[src/verilog/cap_pkg.sv]
// Summary of operation
// - bit 7 connects external ground switch pin
// - ground switch with mode bit 6 selects resistor
// - accumulator mode 00 disables and clears total
// - mode 01 adds signed results, clamps at zero
// - mode 10 adds signed results, goes below zero
// - 32-bit total wraps; mode 11 is undefined
// - comparator 00 off; 01 interrupts when at or above threshold
// - mode 10 counts hits, below-threshold clears count
// - mode 11 counts hits, below-threshold decrements count
// - bit 2 enables coarse overrange status flag
// - overrange must persist beyond 125 us
// - bit 0 gives ready interrupt only at result count limit
// - other converter keeps latest result only
// - result count returns to zero at limit
// - 8-bit threshold count increments on each hit up to 255
// - threshold status sets when count equals limit
package cap_pkg;

	// configuration register reset value and field positions
	localparam logic [7:0] CFG_RESET = 8'h00;
	localparam int ANALOG_GROUND_SWITCH_PIN_BIT = 7;
	localparam int ACC_MODE_LSB = 5;
	localparam int CMP_MODE_LSB = 3;
	localparam int OVR_EN_BIT = 2;
	localparam int RSVD_BIT = 1;
	localparam int RCNT_EN_BIT = 0;

	// result counter, threshold counter and accumulator reset values
	localparam logic [15:0] RCV_RESET = 16'h0000;
	localparam logic [7:0] THV_RESET = 8'h00;
	localparam logic [31:0] ACC_RESET = 32'h0000_0000;

	// overrange persistence time and its cycle count at 20 MHz
	localparam int OVR_TIME_NS = 125000;
	localparam int CLK_PERIOD_NS = 50;
	localparam int OVR_CYCLES = OVR_TIME_NS / CLK_PERIOD_NS;

	// accumulator modes
	typedef enum logic [1:0] {
		CAP_ACC_OFF = 2'b00,
		CAP_ACC_CLAMP = 2'b01,
		CAP_ACC_SIGNED = 2'b10,
		CAP_ACC_UNDEF = 2'b11
	} cap_acc_mode_e;

	// comparator modes
	typedef enum logic [1:0] {
		CAP_CMP_OFF = 2'b00,
		CAP_CMP_IMMED = 2'b01,
		CAP_CMP_CNT_CLR = 2'b10,
		CAP_CMP_CNT_DEC = 2'b11
	} cap_cmp_mode_e;

	// configuration register layout, msb first
	typedef struct packed {
		logic analog_ground_switch_pin;
		cap_acc_mode_e acc_mode;
		cap_cmp_mode_e cmp_mode;
		logic ovr_en;
		logic rsvd;
		logic rcnt_en;
	} cap_cfg_s;

	// one conversion result with its strobe
	typedef struct packed {
		logic valid;
		logic [15:0] data;
	} cap_result_s;

endpackage

[src/verilog/cap_ovr_filter.sv]
`timescale 1ns/10ps
module cap_ovr_filter #(
	parameter int CYCLES = cap_pkg::OVR_CYCLES
) (
	// clock and reset
	input wire logic mclk_i,
	input wire logic resetn_i,
	// control and coarse comparator level
	input wire logic enable_i,
	input wire logic raw_i,
	// one-cycle pulse when the overrange has lasted long enough
	output logic hit_o
);

	// counter must hold one beyond the limit
	if (CYCLES < 1 || CYCLES > 4094) begin : g_bad_cycles
		$error("cap_ovr_filter: CYCLES out of range");
	end

	logic s1_ff, s2_ff, s3_ff; // three-stage synchroniser
	logic lvl_ff, nxt_lvl; // accepted level
	logic [11:0] cnt_ff, nxt_cnt; // time spent out of range
	logic hit_ff, nxt_hit;

	// next state: level accepted only when stages two and three agree
	always_comb begin
		nxt_lvl = (s2_ff == s3_ff) ? s3_ff : lvl_ff;
		nxt_cnt = cnt_ff;
		nxt_hit = 1'b0;
		if (!enable_i || !lvl_ff) begin
			// a return into range lasting two cycles or more restarts the timing
			nxt_cnt = 12'h000;
		end else if (cnt_ff <= 12'(CYCLES)) begin
			nxt_cnt = cnt_ff + 12'h001;
			// strictly longer than the limit before flagging
			nxt_hit = (cnt_ff == 12'(CYCLES));
		end
	end

	// registers only
	always_ff @(posedge mclk_i or negedge resetn_i) begin
		if (!resetn_i) begin
			s1_ff <= 1'b0;
			s2_ff <= 1'b0;
			s3_ff <= 1'b0;
			lvl_ff <= 1'b0;
			cnt_ff <= 12'h000;
			hit_ff <= 1'b0;
		end else begin
			s1_ff <= raw_i;
			s2_ff <= s1_ff;
			s3_ff <= s2_ff;
			lvl_ff <= nxt_lvl;
			cnt_ff <= nxt_cnt;
			hit_ff <= nxt_hit;
		end
	end

	assign hit_o = hit_ff;

	property p_ovr_persist;
		@(posedge mclk_i) disable iff (!resetn_i)
		// level and enable may drop on the very edge that raises the
		// pulse, so judge them as they stood when the pulse was decided
		hit_o |-> $past(lvl_ff) && $past(enable_i)
			&& cnt_ff == 12'(CYCLES + 1);
	endproperty
	a_ovr_persist: assert property (p_ovr_persist)
		else $error("overrange flagged before persistence time");

endmodule

[src/verilog/cap_top.sv]
`timescale 1ns/10ps
module cap_top (
	// clock and reset
	input wire logic mclk_i,
	input wire logic resetn_i,
	// configuration register port
	input wire logic cfg_wr_i,
	input wire logic [7:0] cfg_wdata_i,
	output logic [7:0] cfg_rdata_o,
	// settings held in neighbouring registers
	input wire logic mode_bit6_i,
	input wire logic mode_write_i,
	input wire logic [15:0] threshold_i,
	input wire logic [7:0] threshold_count_limit_i,
	input wire logic [15:0] result_count_limit_i,
	// current results and coarse overrange level
	input wire cap_pkg::cap_result_s cur_i,
	input wire logic overrange_raw_i,
	// voltage or temperature results
	input wire cap_pkg::cap_result_s vt_i,
	// status flag clears from software
	input wire logic cmp_flag_clr_i,
	input wire logic ovr_flag_clr_i,
	// ground switch pin controls
	output logic analog_ground_switch_pin_connect_o,
	output logic analog_ground_switch_pin_resistor_o,
	// accumulator, counters and latest other-channel result
	output logic [31:0] accumulator_o,
	output logic [7:0] threshold_count_value_o,
	output logic [15:0] result_count_value_o,
	output logic [15:0] vt_latest_o,
	// status and interrupt
	output logic cmp_flag_o,
	output logic ovr_flag_o,
	output logic irq_o
);

	// magnitude of a two's complement result, used by both paths
	function automatic logic [15:0] mag16(input logic [15:0] v);
		mag16 = v[15] ? (16'h0000 - v) : v;
	endfunction

	cap_pkg::cap_cfg_s cfg_ff, nxt_cfg; // configuration register
	logic gnd_res_ff, nxt_gnd_res; // resistor path select
	logic [31:0] acc_ff, nxt_acc; // current accumulator
	logic [7:0] thv_ff, nxt_thv; // threshold counter
	logic [15:0] rcv_ff, nxt_rcv; // result counter
	logic [15:0] vt_ff, nxt_vt; // latest other-channel result
	logic cmpf_ff, nxt_cmpf; // threshold status
	logic ovrf_ff, nxt_ovrf; // overrange status
	logic irq_ff, nxt_irq; // interrupt pulse
	logic ovr_hit; // persistence met
	logic [15:0] mag; // |current result|
	logic over_th; // magnitude at or above threshold
	logic [31:0] sext; // result widened to accumulator
	logic rc_hit; // result count reached limit
	logic cnt_mode; // comparator counting modes

	// coarse overrange timing runs in its own small block
	cap_ovr_filter #(
		.CYCLES(cap_pkg::OVR_CYCLES)
	) u_ovr (
		.mclk_i(mclk_i),
		.resetn_i(resetn_i),
		.enable_i(cfg_ff.ovr_en),
		.raw_i(overrange_raw_i),
		.hit_o(ovr_hit)
	);

	// decode shared by several paths
	always_comb begin
		mag = mag16(cur_i.data);
		over_th = (mag >= threshold_i);
		sext = {{16{cur_i.data[15]}}, cur_i.data};
		rc_hit = ((rcv_ff + 16'h0001) == result_count_limit_i);
		cnt_mode = cfg_ff.cmp_mode[1];
	end

	// configuration register and ground switch
	always_comb begin
		nxt_cfg = cfg_ff;
		if (cfg_wr_i) begin
			nxt_cfg = cap_pkg::cap_cfg_s'(cfg_wdata_i);
			// reserved bit is not stored and reads zero
			nxt_cfg.rsvd = 1'b0;
		end
		// resistor path needs both the enable and mode bit 6
		nxt_gnd_res = cfg_ff.analog_ground_switch_pin & mode_bit6_i;
	end

	// accumulator; no top saturation so a long run wraps
	always_comb begin
		nxt_acc = acc_ff;
		case (cfg_ff.acc_mode)
			cap_pkg::CAP_ACC_OFF: begin
				// held at zero while off
				nxt_acc = 32'h0000_0000;
			end
			cap_pkg::CAP_ACC_CLAMP: begin
				if (cur_i.valid) begin
					// negative result floors the total at zero
					if (cur_i.data[15] && acc_ff < {16'h0000, mag}) begin
						nxt_acc = 32'h0000_0000;
					end else begin
						nxt_acc = acc_ff + sext;
					end
				end
			end
			cap_pkg::CAP_ACC_SIGNED: begin
				// adding the signed value subtracts |I| below zero
				if (cur_i.valid) begin
					nxt_acc = acc_ff + sext;
				end
			end
			default: begin
				// undefined code: total simply holds
				nxt_acc = acc_ff;
			end
		endcase
	end

	// threshold counter and its status flag
	always_comb begin
		nxt_thv = thv_ff;
		if (cur_i.valid) begin
			case (cfg_ff.cmp_mode)
				cap_pkg::CAP_CMP_CNT_CLR: begin
					if (over_th) begin
						// saturate rather than wrap back to zero
						nxt_thv = (thv_ff == 8'hff) ? thv_ff : thv_ff + 8'h01;
					end else begin
						nxt_thv = 8'h00;
					end
				end
				cap_pkg::CAP_CMP_CNT_DEC: begin
					if (over_th) begin
						nxt_thv = (thv_ff == 8'hff) ? thv_ff : thv_ff + 8'h01;
					end else if (thv_ff != 8'h00) begin
						nxt_thv = thv_ff - 8'h01;
					end
				end
				default: begin
					nxt_thv = thv_ff;
				end
			endcase
		end
		// set beats clear, so an event in the clearing cycle survives
		nxt_cmpf = cmpf_ff & ~cmp_flag_clr_i;
		if (cnt_mode && thv_ff == threshold_count_limit_i) begin
			nxt_cmpf = 1'b1;
		end
		if (cur_i.valid && cfg_ff.cmp_mode == cap_pkg::CAP_CMP_IMMED
			&& over_th) begin
			nxt_cmpf = 1'b1;
		end
	end

	// result counter, overrange flag, other channel, interrupt
	always_comb begin
		nxt_rcv = rcv_ff;
		if (mode_write_i) begin
			// reconfiguring the converter restarts the count
			nxt_rcv = 16'h0000;
		end else if (cur_i.valid && cfg_ff.rcnt_en) begin
			nxt_rcv = rc_hit ? 16'h0000 : rcv_ff + 16'h0001;
		end
		nxt_ovrf = (ovrf_ff & ~ovr_flag_clr_i) | ovr_hit;
		// only the newest result is kept
		nxt_vt = vt_i.valid ? vt_i.data : vt_ff;
		nxt_irq = 1'b0;
		if (cur_i.valid) begin
			// ready interrupt masked until the limit
			nxt_irq = cfg_ff.rcnt_en ? (rc_hit && !mode_write_i) : 1'b1;
			if (cfg_ff.cmp_mode == cap_pkg::CAP_CMP_IMMED && over_th) begin
				nxt_irq = 1'b1;
			end
			if (cnt_mode && over_th
				&& nxt_thv == threshold_count_limit_i) begin
				nxt_irq = 1'b1;
			end
		end
	end

	// all state registers
	always_ff @(posedge mclk_i or negedge resetn_i) begin
		if (!resetn_i) begin
			cfg_ff <= cap_pkg::cap_cfg_s'(cap_pkg::CFG_RESET);
			gnd_res_ff <= 1'b0;
			acc_ff <= cap_pkg::ACC_RESET;
			thv_ff <= cap_pkg::THV_RESET;
			rcv_ff <= cap_pkg::RCV_RESET;
			vt_ff <= 16'h0000;
			cmpf_ff <= 1'b0;
			ovrf_ff <= 1'b0;
			irq_ff <= 1'b0;
		end else begin
			cfg_ff <= nxt_cfg;
			gnd_res_ff <= nxt_gnd_res;
			acc_ff <= nxt_acc;
			thv_ff <= nxt_thv;
			rcv_ff <= nxt_rcv;
			vt_ff <= nxt_vt;
			cmpf_ff <= nxt_cmpf;
			ovrf_ff <= nxt_ovrf;
			irq_ff <= nxt_irq;
		end
	end

	// outputs straight from flip-flops
	assign cfg_rdata_o = cfg_ff;
	assign analog_ground_switch_pin_connect_o = cfg_ff.analog_ground_switch_pin;
	assign analog_ground_switch_pin_resistor_o = gnd_res_ff;
	assign accumulator_o = acc_ff;
	assign threshold_count_value_o = thv_ff;
	assign result_count_value_o = rcv_ff;
	assign vt_latest_o = vt_ff;
	assign cmp_flag_o = cmpf_ff;
	assign ovr_flag_o = ovrf_ff;
	assign irq_o = irq_ff;

	property p_gnd_conn;
		@(posedge mclk_i) disable iff (!resetn_i)
		cfg_wr_i |=> analog_ground_switch_pin_connect_o == $past(cfg_wdata_i[7]);
	endproperty
	a_gnd_conn: assert property (p_gnd_conn)
		else $error("ground switch does not follow bit 7");

	property p_gnd_res;
		@(posedge mclk_i) disable iff (!resetn_i)
		analog_ground_switch_pin_connect_o && mode_bit6_i |=> analog_ground_switch_pin_resistor_o;
	endproperty
	a_gnd_res: assert property (p_gnd_res)
		else $error("resistor path not selected");

	property p_acc_off;
		@(posedge mclk_i) disable iff (!resetn_i)
		cfg_ff.acc_mode == cap_pkg::CAP_ACC_OFF |=> accumulator_o == 32'h0;
	endproperty
	a_acc_off: assert property (p_acc_off)
		else $error("accumulator not cleared while off");

	property p_acc_clamp;
		@(posedge mclk_i) disable iff (!resetn_i)
		cfg_ff.acc_mode == cap_pkg::CAP_ACC_CLAMP && cur_i.valid
			&& cur_i.data[15] && acc_ff < {16'h0000, mag}
			|=> accumulator_o == 32'h0;
	endproperty
	a_acc_clamp: assert property (p_acc_clamp)
		else $error("accumulator went below zero in clamp mode");

	property p_acc_signed;
		@(posedge mclk_i) disable iff (!resetn_i)
		cfg_ff.acc_mode == cap_pkg::CAP_ACC_SIGNED && cur_i.valid
			|=> accumulator_o == $past(acc_ff) + $past(sext);
	endproperty
	a_acc_signed: assert property (p_acc_signed)
		else $error("signed accumulation wrong");

	property p_cmp_immed;
		@(posedge mclk_i) disable iff (!resetn_i)
		cfg_ff.cmp_mode == cap_pkg::CAP_CMP_IMMED && cur_i.valid && over_th
			|=> irq_o && cmp_flag_o;
	endproperty
	a_cmp_immed: assert property (p_cmp_immed)
		else $error("no interrupt on threshold hit");

	property p_cnt_clr;
		@(posedge mclk_i) disable iff (!resetn_i)
		cfg_ff.cmp_mode == cap_pkg::CAP_CMP_CNT_CLR && cur_i.valid
			&& !over_th |=> threshold_count_value_o == 8'h00;
	endproperty
	a_cnt_clr: assert property (p_cnt_clr)
		else $error("threshold count not cleared");

	property p_cnt_dec;
		@(posedge mclk_i) disable iff (!resetn_i)
		cfg_ff.cmp_mode == cap_pkg::CAP_CMP_CNT_DEC && cur_i.valid
			&& !over_th && thv_ff != 8'h00
			|=> threshold_count_value_o == $past(thv_ff) - 8'h01;
	endproperty
	a_cnt_dec: assert property (p_cnt_dec)
		else $error("threshold count not decremented");

	property p_rc_mask;
		@(posedge mclk_i) disable iff (!resetn_i)
		cfg_ff.rcnt_en && cfg_ff.cmp_mode == cap_pkg::CAP_CMP_OFF
			&& cur_i.valid && !rc_hit |=> !irq_o;
	endproperty
	a_rc_mask: assert property (p_rc_mask)
		else $error("interrupt before result count limit");

	property p_rc_wrap;
		@(posedge mclk_i) disable iff (!resetn_i)
		cfg_ff.rcnt_en && cur_i.valid && rc_hit
			|=> result_count_value_o == 16'h0000;
	endproperty
	a_rc_wrap: assert property (p_rc_wrap)
		else $error("result count did not restart");

	property p_thv_flag;
		@(posedge mclk_i) disable iff (!resetn_i)
		cnt_mode && thv_ff == threshold_count_limit_i |=> cmp_flag_o;
	endproperty
	a_thv_flag: assert property (p_thv_flag)
		else $error("threshold status not set at limit");

	property p_ovr_flag;
		@(posedge mclk_i) disable iff (!resetn_i)
		ovr_hit |=> ovr_flag_o;
	endproperty
	a_ovr_flag: assert property (p_ovr_flag)
		else $error("overrange flag not set");

endmodule

[config.mk]
export PLATFORM = sky130hd
export DESIGN_NAME = cap_top
export DESIGN_NICKNAME = d
export VERILOG_FILES = /design/src/verilog/cap_pkg.sv /design/src/verilog/cap_ovr_filter.sv /design/src/verilog/cap_top.sv
export SDC_FILE = /design/constraint.sdc
export NUM_CORES = 1
export LEC_CHECK = 0
export ABC_AREA = 1
export BUFFER_PORTS_ARGS = -buffer_cell sky130_fd_sc_hd__buf_2
export CELL_PAD_IN_SITES_DETAIL_PLACEMENT = 0
export CELL_PAD_IN_SITES_GLOBAL_PLACEMENT = 1
export CORE_UTILIZATION = 43
export CTS_BUF_LIST = sky130_fd_sc_hd__clkbuf_16
export CTS_CLUSTER_DIAMETER = 120
export DETAILED_ROUTE_END_ITERATION = 12
export PLACE_DENSITY = 0.87
export SLEW_MARGIN = 5
export SYNTH_ARGS = -nofsm -noshare
export SYNTH_HDL_FRONTEND = slang
export SYNTH_SLANG_ARGS = --single-unit
[constraint.sdc]
create_clock -name mclk_i -period 4.5 [get_ports mclk_i]
set_input_delay 0 -clock mclk_i [delete_from_list [all_inputs] [get_ports mclk_i]]
set_output_delay 0 -clock mclk_i [all_outputs]
set_load 0.02 [all_outputs]
Word-level counts from Yosys, hierarchy flattened
Cells that the tools add are included.

$add $sub $neg: 6. Order comparisons: 3. Equality and inequality tests: 13. Multiplexer cells: 24. Bitwise operators: 6. Reduce and logical (&&, ||, !) cells: 19.

Operators by type and width (count): 32-bit 2-to-1 mux (3); 32-bit case mux with 3 select lines (1); 16-bit 2-to-1 mux (4); 8-bit 2-to-1 mux (5); 32-bit adder (1); 32-bit by 16-bit less-than comparator with 1-bit output (1); 12-bit 2-to-1 mux (2); 16-bit by 1-bit adder with 16-bit output (second input constant) (1); 16-bit == test (1); 8-bit == test (2); 16-bit greater-or-equal comparator (1); 8-bit case mux with 2 select lines (1); 1-bit by 16-bit subtractor with 16-bit output (first input constant) (1); 12-bit by 1-bit adder with 12-bit output (second input constant) (1); 12-bit == test (second input constant) (1); 12-bit <= comparator (second input constant) (1); 1-bit logical AND (9); 8-bit by 1-bit adder with 8-bit output (second input constant) (1); 8-bit == test (second input constant) (1); 1-bit 2-to-1 mux (8); 8-bit nonzero test (1); 8-bit by 1-bit subtractor with 8-bit output (second input constant) (1); 2-bit == test (second input constant) (3); 2-bit by 1-bit == test with 1-bit output (second input constant) (2); other kinds (11) (18).

Bits in registers: 100. Bits of input ports: 90. Output and inout bits: 85.

Longest topological paths before layout
Depth in word-level cells: 10. Mapped depth: 29.

By module
Synthesis repeated with hierarchy kept, for this count alone.

Cell total of the unflattened synthesis: 1202. Area total of the unflattened synthesis: 8560.7 um^2.

By module, submodules not included: cap_top (instances 1, cells each 1069, area each 7559.8 um^2, sequential area each 2077.0 um^2); cap_ovr_filter (instances 1, cells each 133, area each 1001.0 um^2, sequential area each 425.4 um^2).

Least setup slack after synthesis
No wires, ideal clock.

Path type: input -> register. From: input port cur_i[0] (netlist name). To: register irq_ff, in the netlist irq_o. Library setup time: 116 ps. Data arrival time: 2824 ps. Data required time: 4384 ps. Path slack: 1559 ps. Stages: 29. Path buffers: 0. Cell sequence: inv_1 ha_1 inv_1 nor2_1 inv_1 nor3_1 inv_1 nor3_1 inv_1 nor3_1 nand3_1 nor3_1 nor2_1 xor2_1 ha_1 nand2_1 o21ai_0 nor2_2 nand2_1 inv_1 nand3_1 nand2_1 nand2_1 nand2_1 nand2_1 nand3b_1 nor2_1 nor2_1 nor2_1.

Longest elaborated chain between the ends: 10.

Ends and longest elaborated chain: start, declared (line cap_top.sv:17) `input wire cap_pkg::cap_result_s cur_i,`; 1-bit by 16-bit subtractor with 16-bit output (line cap_top.sv:40) `mag16 = v[15] ? (16'h0000 - v) : v;`; 16-bit 2-to-1 mux (*) (line cap_top.sv:40); 16-bit greater-or-equal comparator (*) (line cap_top.sv:73) `over_th = (mag >= threshold_i);`; 8-bit 2-to-1 mux (on tied branches) (line cap_top.sv:136, cap_top.sv:128); 8-bit case mux with 2 select lines (line cap_top.sv:126) `case (cfg_ff.cmp_mode)`; 8-bit 2-to-1 mux (line cap_top.sv:125) `if (cur_i.valid) begin`; 8-bit == test (line cap_top.sv:178) `&& nxt_thv == threshold_count_limit_i) begin`; 1-bit logical AND (line cap_top.sv:178); 1-bit 2-to-1 mux (*) (line cap_top.sv:177) `if (cnt_mode && over_th`; 1-bit 2-to-1 mux (*) (line cap_top.sv:171) `if (cur_i.valid) begin`; net nxt_irq (line cap_top.sv:51) `logic irq_ff, nxt_irq;`; end signal, assigned (line cap_top.sv:205) `irq_ff <= nxt_irq;`; end, declared (line cap_top.sv:51).

The timed path passes the listed nets; every way through them passes the cells marked *. A chain may end at the register's enable or synchronous reset.

Worst setup path after layout
Ends and elaborated chain as after synthesis.

==> summary.md <==
| Metric | Value |
|---|---|
| Area Overhead vs Synth | 22.1% |
| Routed vias/inst | 5.06 |
| Die W | 142 um |
| Slowest-stage cell, CP | dlygate4sd3_1 |
| Syn Inst Count | 1,161 |
| R2R Setup Slk | 1670 ps |
| Starting DRT DRC Count | 419 |
| PD cells | 334 mW/mm^2 |
| CTS tree | done |
| Seq cells post-synth | 100 |
| # rows | 50 |
| Final net count | 1,532 |
| Worst Reg-to-Reg Cells | 11 |
| CTS Root Buffer Type | clkbuf_16 |
| WP data arrival | 4220 ps |
| Synthesized netlist net count | 1,325 |
| Max-slew violations | 0 |
| Net Sw Frac | 0.429 |
| Detailed placement HPWL | 18,000 um |
| Syn Std Cell Area | 0.00837 mm^2 |
| Worst reg2reg endpoint | accumulator_o[30]$_DFFE_PN0P_ |
| Filler cells | 1,899 |
| Min cycle time layout | 3920 ps |
| Final Wtd Congestion | 0.902 |
| Seq pwr share | 0.335 |
| Register area share after synthesis | 0.299 |
| Io pins | 175 |
| Most common cell after layout, fill and taps aside | nand2_1 |
| Max IR drop VDD | 0.000215 V |
| RSZ-0062 raised after global routing | false |
| Post-CTS setup buffers | 0 |
| Sw Pwr | 1.46 mW |
| Max Fclk | 0.255 GHz |
| Share of layout cells above drive strength 1 | 0.188 |
| Clk_skew | 15.8 ps |
| Max_cap viols | 0 |
| Max-slew headroom | 0.213 |
| Detailed-route DRC error count | 0 |
| Vias in the first global route | 7,851 |
| Top delay family on crit path | simple AND/OR/NAND/NOR gates |
| Worst-Skew Late Latency | 370 ps |
| Inst Count DP | 1,578 |
| Internal | 1.95 mW |
| Req. time, crit path | 4800 ps |
| Die area | 0.0200 mm^2 |
| R2R Path Start | accumulator_o[1]$_DFFE_PN0P_ |
| Final Hold Viols | 0 |
| Worst Hold Depth | 2 |
| Worst Max-Slew Pin Slew | 1180 ps |
| Comb pwr share | 0.423 |
| Total grt overflow | 0 |
| Initial antenna violation count | 2 |
| CP Max Fanout | 9 |
| First-pass GRT wire length | 38,400 um |
| Area leader, netlist | dfrtp_1 |
| Yosys cell types | 56 |
| Starting Density | 0.443 |
| Most used cell, CP | nor2_1 |
| H-Tree Depth | 3 |
| Clock share of power | 0.241 |
| Hold Path Origin | cfg_wr_i |
| Post-synth top area share | 0.299 |
| DRT Wirelength | 23,500 um |
| Routed via count | 8,282 |
| Fin crit share | 0.871 |
| Clock Tree Buf Depth | 2 |
| TritonCTS Buffers | 9 |
| Startpoint types | input pin |
| Power, Total | 3.41 mW |
| Placeable Area | 0.0189 mm^2 |
| Synth Warn # | 0 |
| CP endpoint kind | flop |
| 1st-pass router iterations | 5 |
| Largest net degree at the start of global routing | 62 |
| Die Y | 142 um |
| Slowest cell delay on critical path | 530 ps |
| # clock sinks | 100 |
| Commonest cells after routing, fill and taps aside | nand2_1 (281), buf_2 (171), inv_1 (162) |
| All-Layer GR Usage | 0.241 |
| Leak Pwr | 5.42 nW |
| Critical path type | input pin to flop |
| Final std cells w/o fill | 1,636 |
| Status | completed |
| Crit path buffers/inverters | 7 |
| Setup TNS | 0 ps |
| I/O Buffers | 172 |
| Main area contributors after synthesis | dfrtp_1 (30%), nand2_1 (13%), ha_1 (11%) |
| Worst Hold Path EP | cfg_rdata_o[2]$_DFFE_PN0P_ |
| Hold crit path type | input pin to flop |
| Antenna Violating Nets Remaining | 0 |
| Register clock-pin slew on the reported worst setup and hold paths | 80 ps |
| Setup violators final | 0 |
| Mean Syn Cell Area | 7.21 um^2 |
| DR WL/cell | 14.4 um |
synthesized netlist by cell type (all sizes together):
master     n
nand2    297
buf        6
inv      169
o2111ai    1
nor3b      1
xor2      36
o21bai     7
mux2      20
conb       1
nor3      26
a221oi     2
a2111oi    3
maj3       1
nand4     26
fa         1
a31oi      5
o22ai      6
or2        8
clkbuf    13
o31ai      2
a211oi     1
nand3b     6
o221ai     3
nor4       9
and3       2
a21oi     62
o21a       2
dfrtp    100
nand3     53
ha        73
o211ai     1
a21boi     3
a21o       8
o21ai     72
clkinv     1
nor2     104
xnor2     30
power by group through the flow:
stage / sequential [mW] / combinational (mW) / clock (mW)
detailed placement: 1.16 / 1.40 / 0
global placement: 1.16 / 1.39 / 0
CTS: 1.14 / 1.44 / 0.862
finish: 1.14 / 1.44 / 0.822
floorplan: 1.24 / 0.875 / 0
global route: 1.16 / 1.62 / 0.883
through the flow:
stage | setup WS [ps] | cell area [um^2] | utilization | hold WS (ps)
finish | 580 | 10200 | 0.541 | 49.1
global route | 53.7 | 10200 | 0.541 | 60.8
CTS | 510 | 10200 | 0.540 | 27.3
detailed placement | 656 | 9500 | 0.503 | 130
global placement | 695 | 9500 | 0.503 | 124
floorplan | 1560 | 8370 | - | -296
state kept, by name, summed over array words and instances, names as in the netlist:
register,flops
accumulator_o,32
result_count_value_o,16
vt_latest_o,16
u_ovr.cnt_ff,12
threshold_count_value_o,8
cfg_rdata_o,6
analog_ground_switch_pin_connect_o,1
analog_ground_switch_pin_resistor_o,1
cmp_flag_o,1
irq_o,1
ovr_flag_o,1
u_ovr.hit_o,1
u_ovr.lvl_ff,1
u_ovr.s1_ff,1
u_ovr.s2_ff,1
u_ovr.s3_ff,1
cell families (layout without fill, tap and decap cells):
logic type | count (synthesis) | count (layout) | synth area share
AOI/OAI and AO/OA | 178 | 178 | 0.122
xor gates and xnor gates | 66 | 66 | 0.0700
adders and majority gates | 75 | 75 | 0.113
buffers and inverters | 189 | 401 | 0.0873
DFF | 100 | 100 | 0.299
muxes | 20 | 20 | 0.0269
other | 1 | 4 | 0.000448
and+or+nand+nor | 532 | 532 | 0.281
routing by layer:
| layer | routed length, um | up-vias | global-route usage |
|---|---|---|---|
| li1 | - | 4221 | - |
| met5 | 0 | - | 0 |
| met3 | 1050 | 16 | 0.0273 |
| met4 | 233 | 0 | 0.0611 |
| met1 | 11000 | 3829 | 0.319 |
| met2 | 11200 | 216 | 0.419 |
worst max-delay path by stage:
stage | end | cells past startpoint | slack [ps] | from
finish | irq_o$_DFF_PN0_ | 30 | 580 | cur_i[0]
global placement | irq_o$_DFF_PN0_ | 29 | 690 | cur_i[0]
floorplan | irq_o$_DFF_PN0_ | 29 | 1560 | cur_i[0]
detailed placement | irq_o$_DFF_PN0_ | 24 | 660 | cur_i[3]
global route | irq_o$_DFF_PN0_ | 30 | 50 | cur_i[0]
CTS | irq_o$_DFF_PN0_ | 30 | 510 | cur_i[0]
cell type report:
class	count	area (um^2)	share of cell area
Tap cell	260	325	0.0318
Clock buffer	9	225	0.0220
Clock inverter	7	93.8	0.00919
Multi-Input combinational cell	872	5140	0.503
Antenna cell	3	7.51	0.000735
Timing Repair Buffer	215	1280	0.126
Inverter	170	639	0.0626
Sequential cell	100	2500	0.245
timing repair:
| item | 4_1_cts | 5_1_grt |
|---|---|---|
| hold endpoints to repair | 91 | 0 |
| hold buffers | 39 | 0 |
| endpoints found under the setup margin | 0 | 1 |
| gates resized for setup | 0 | 1 |
Note: power is estimated with default switching activity, not from simulation.
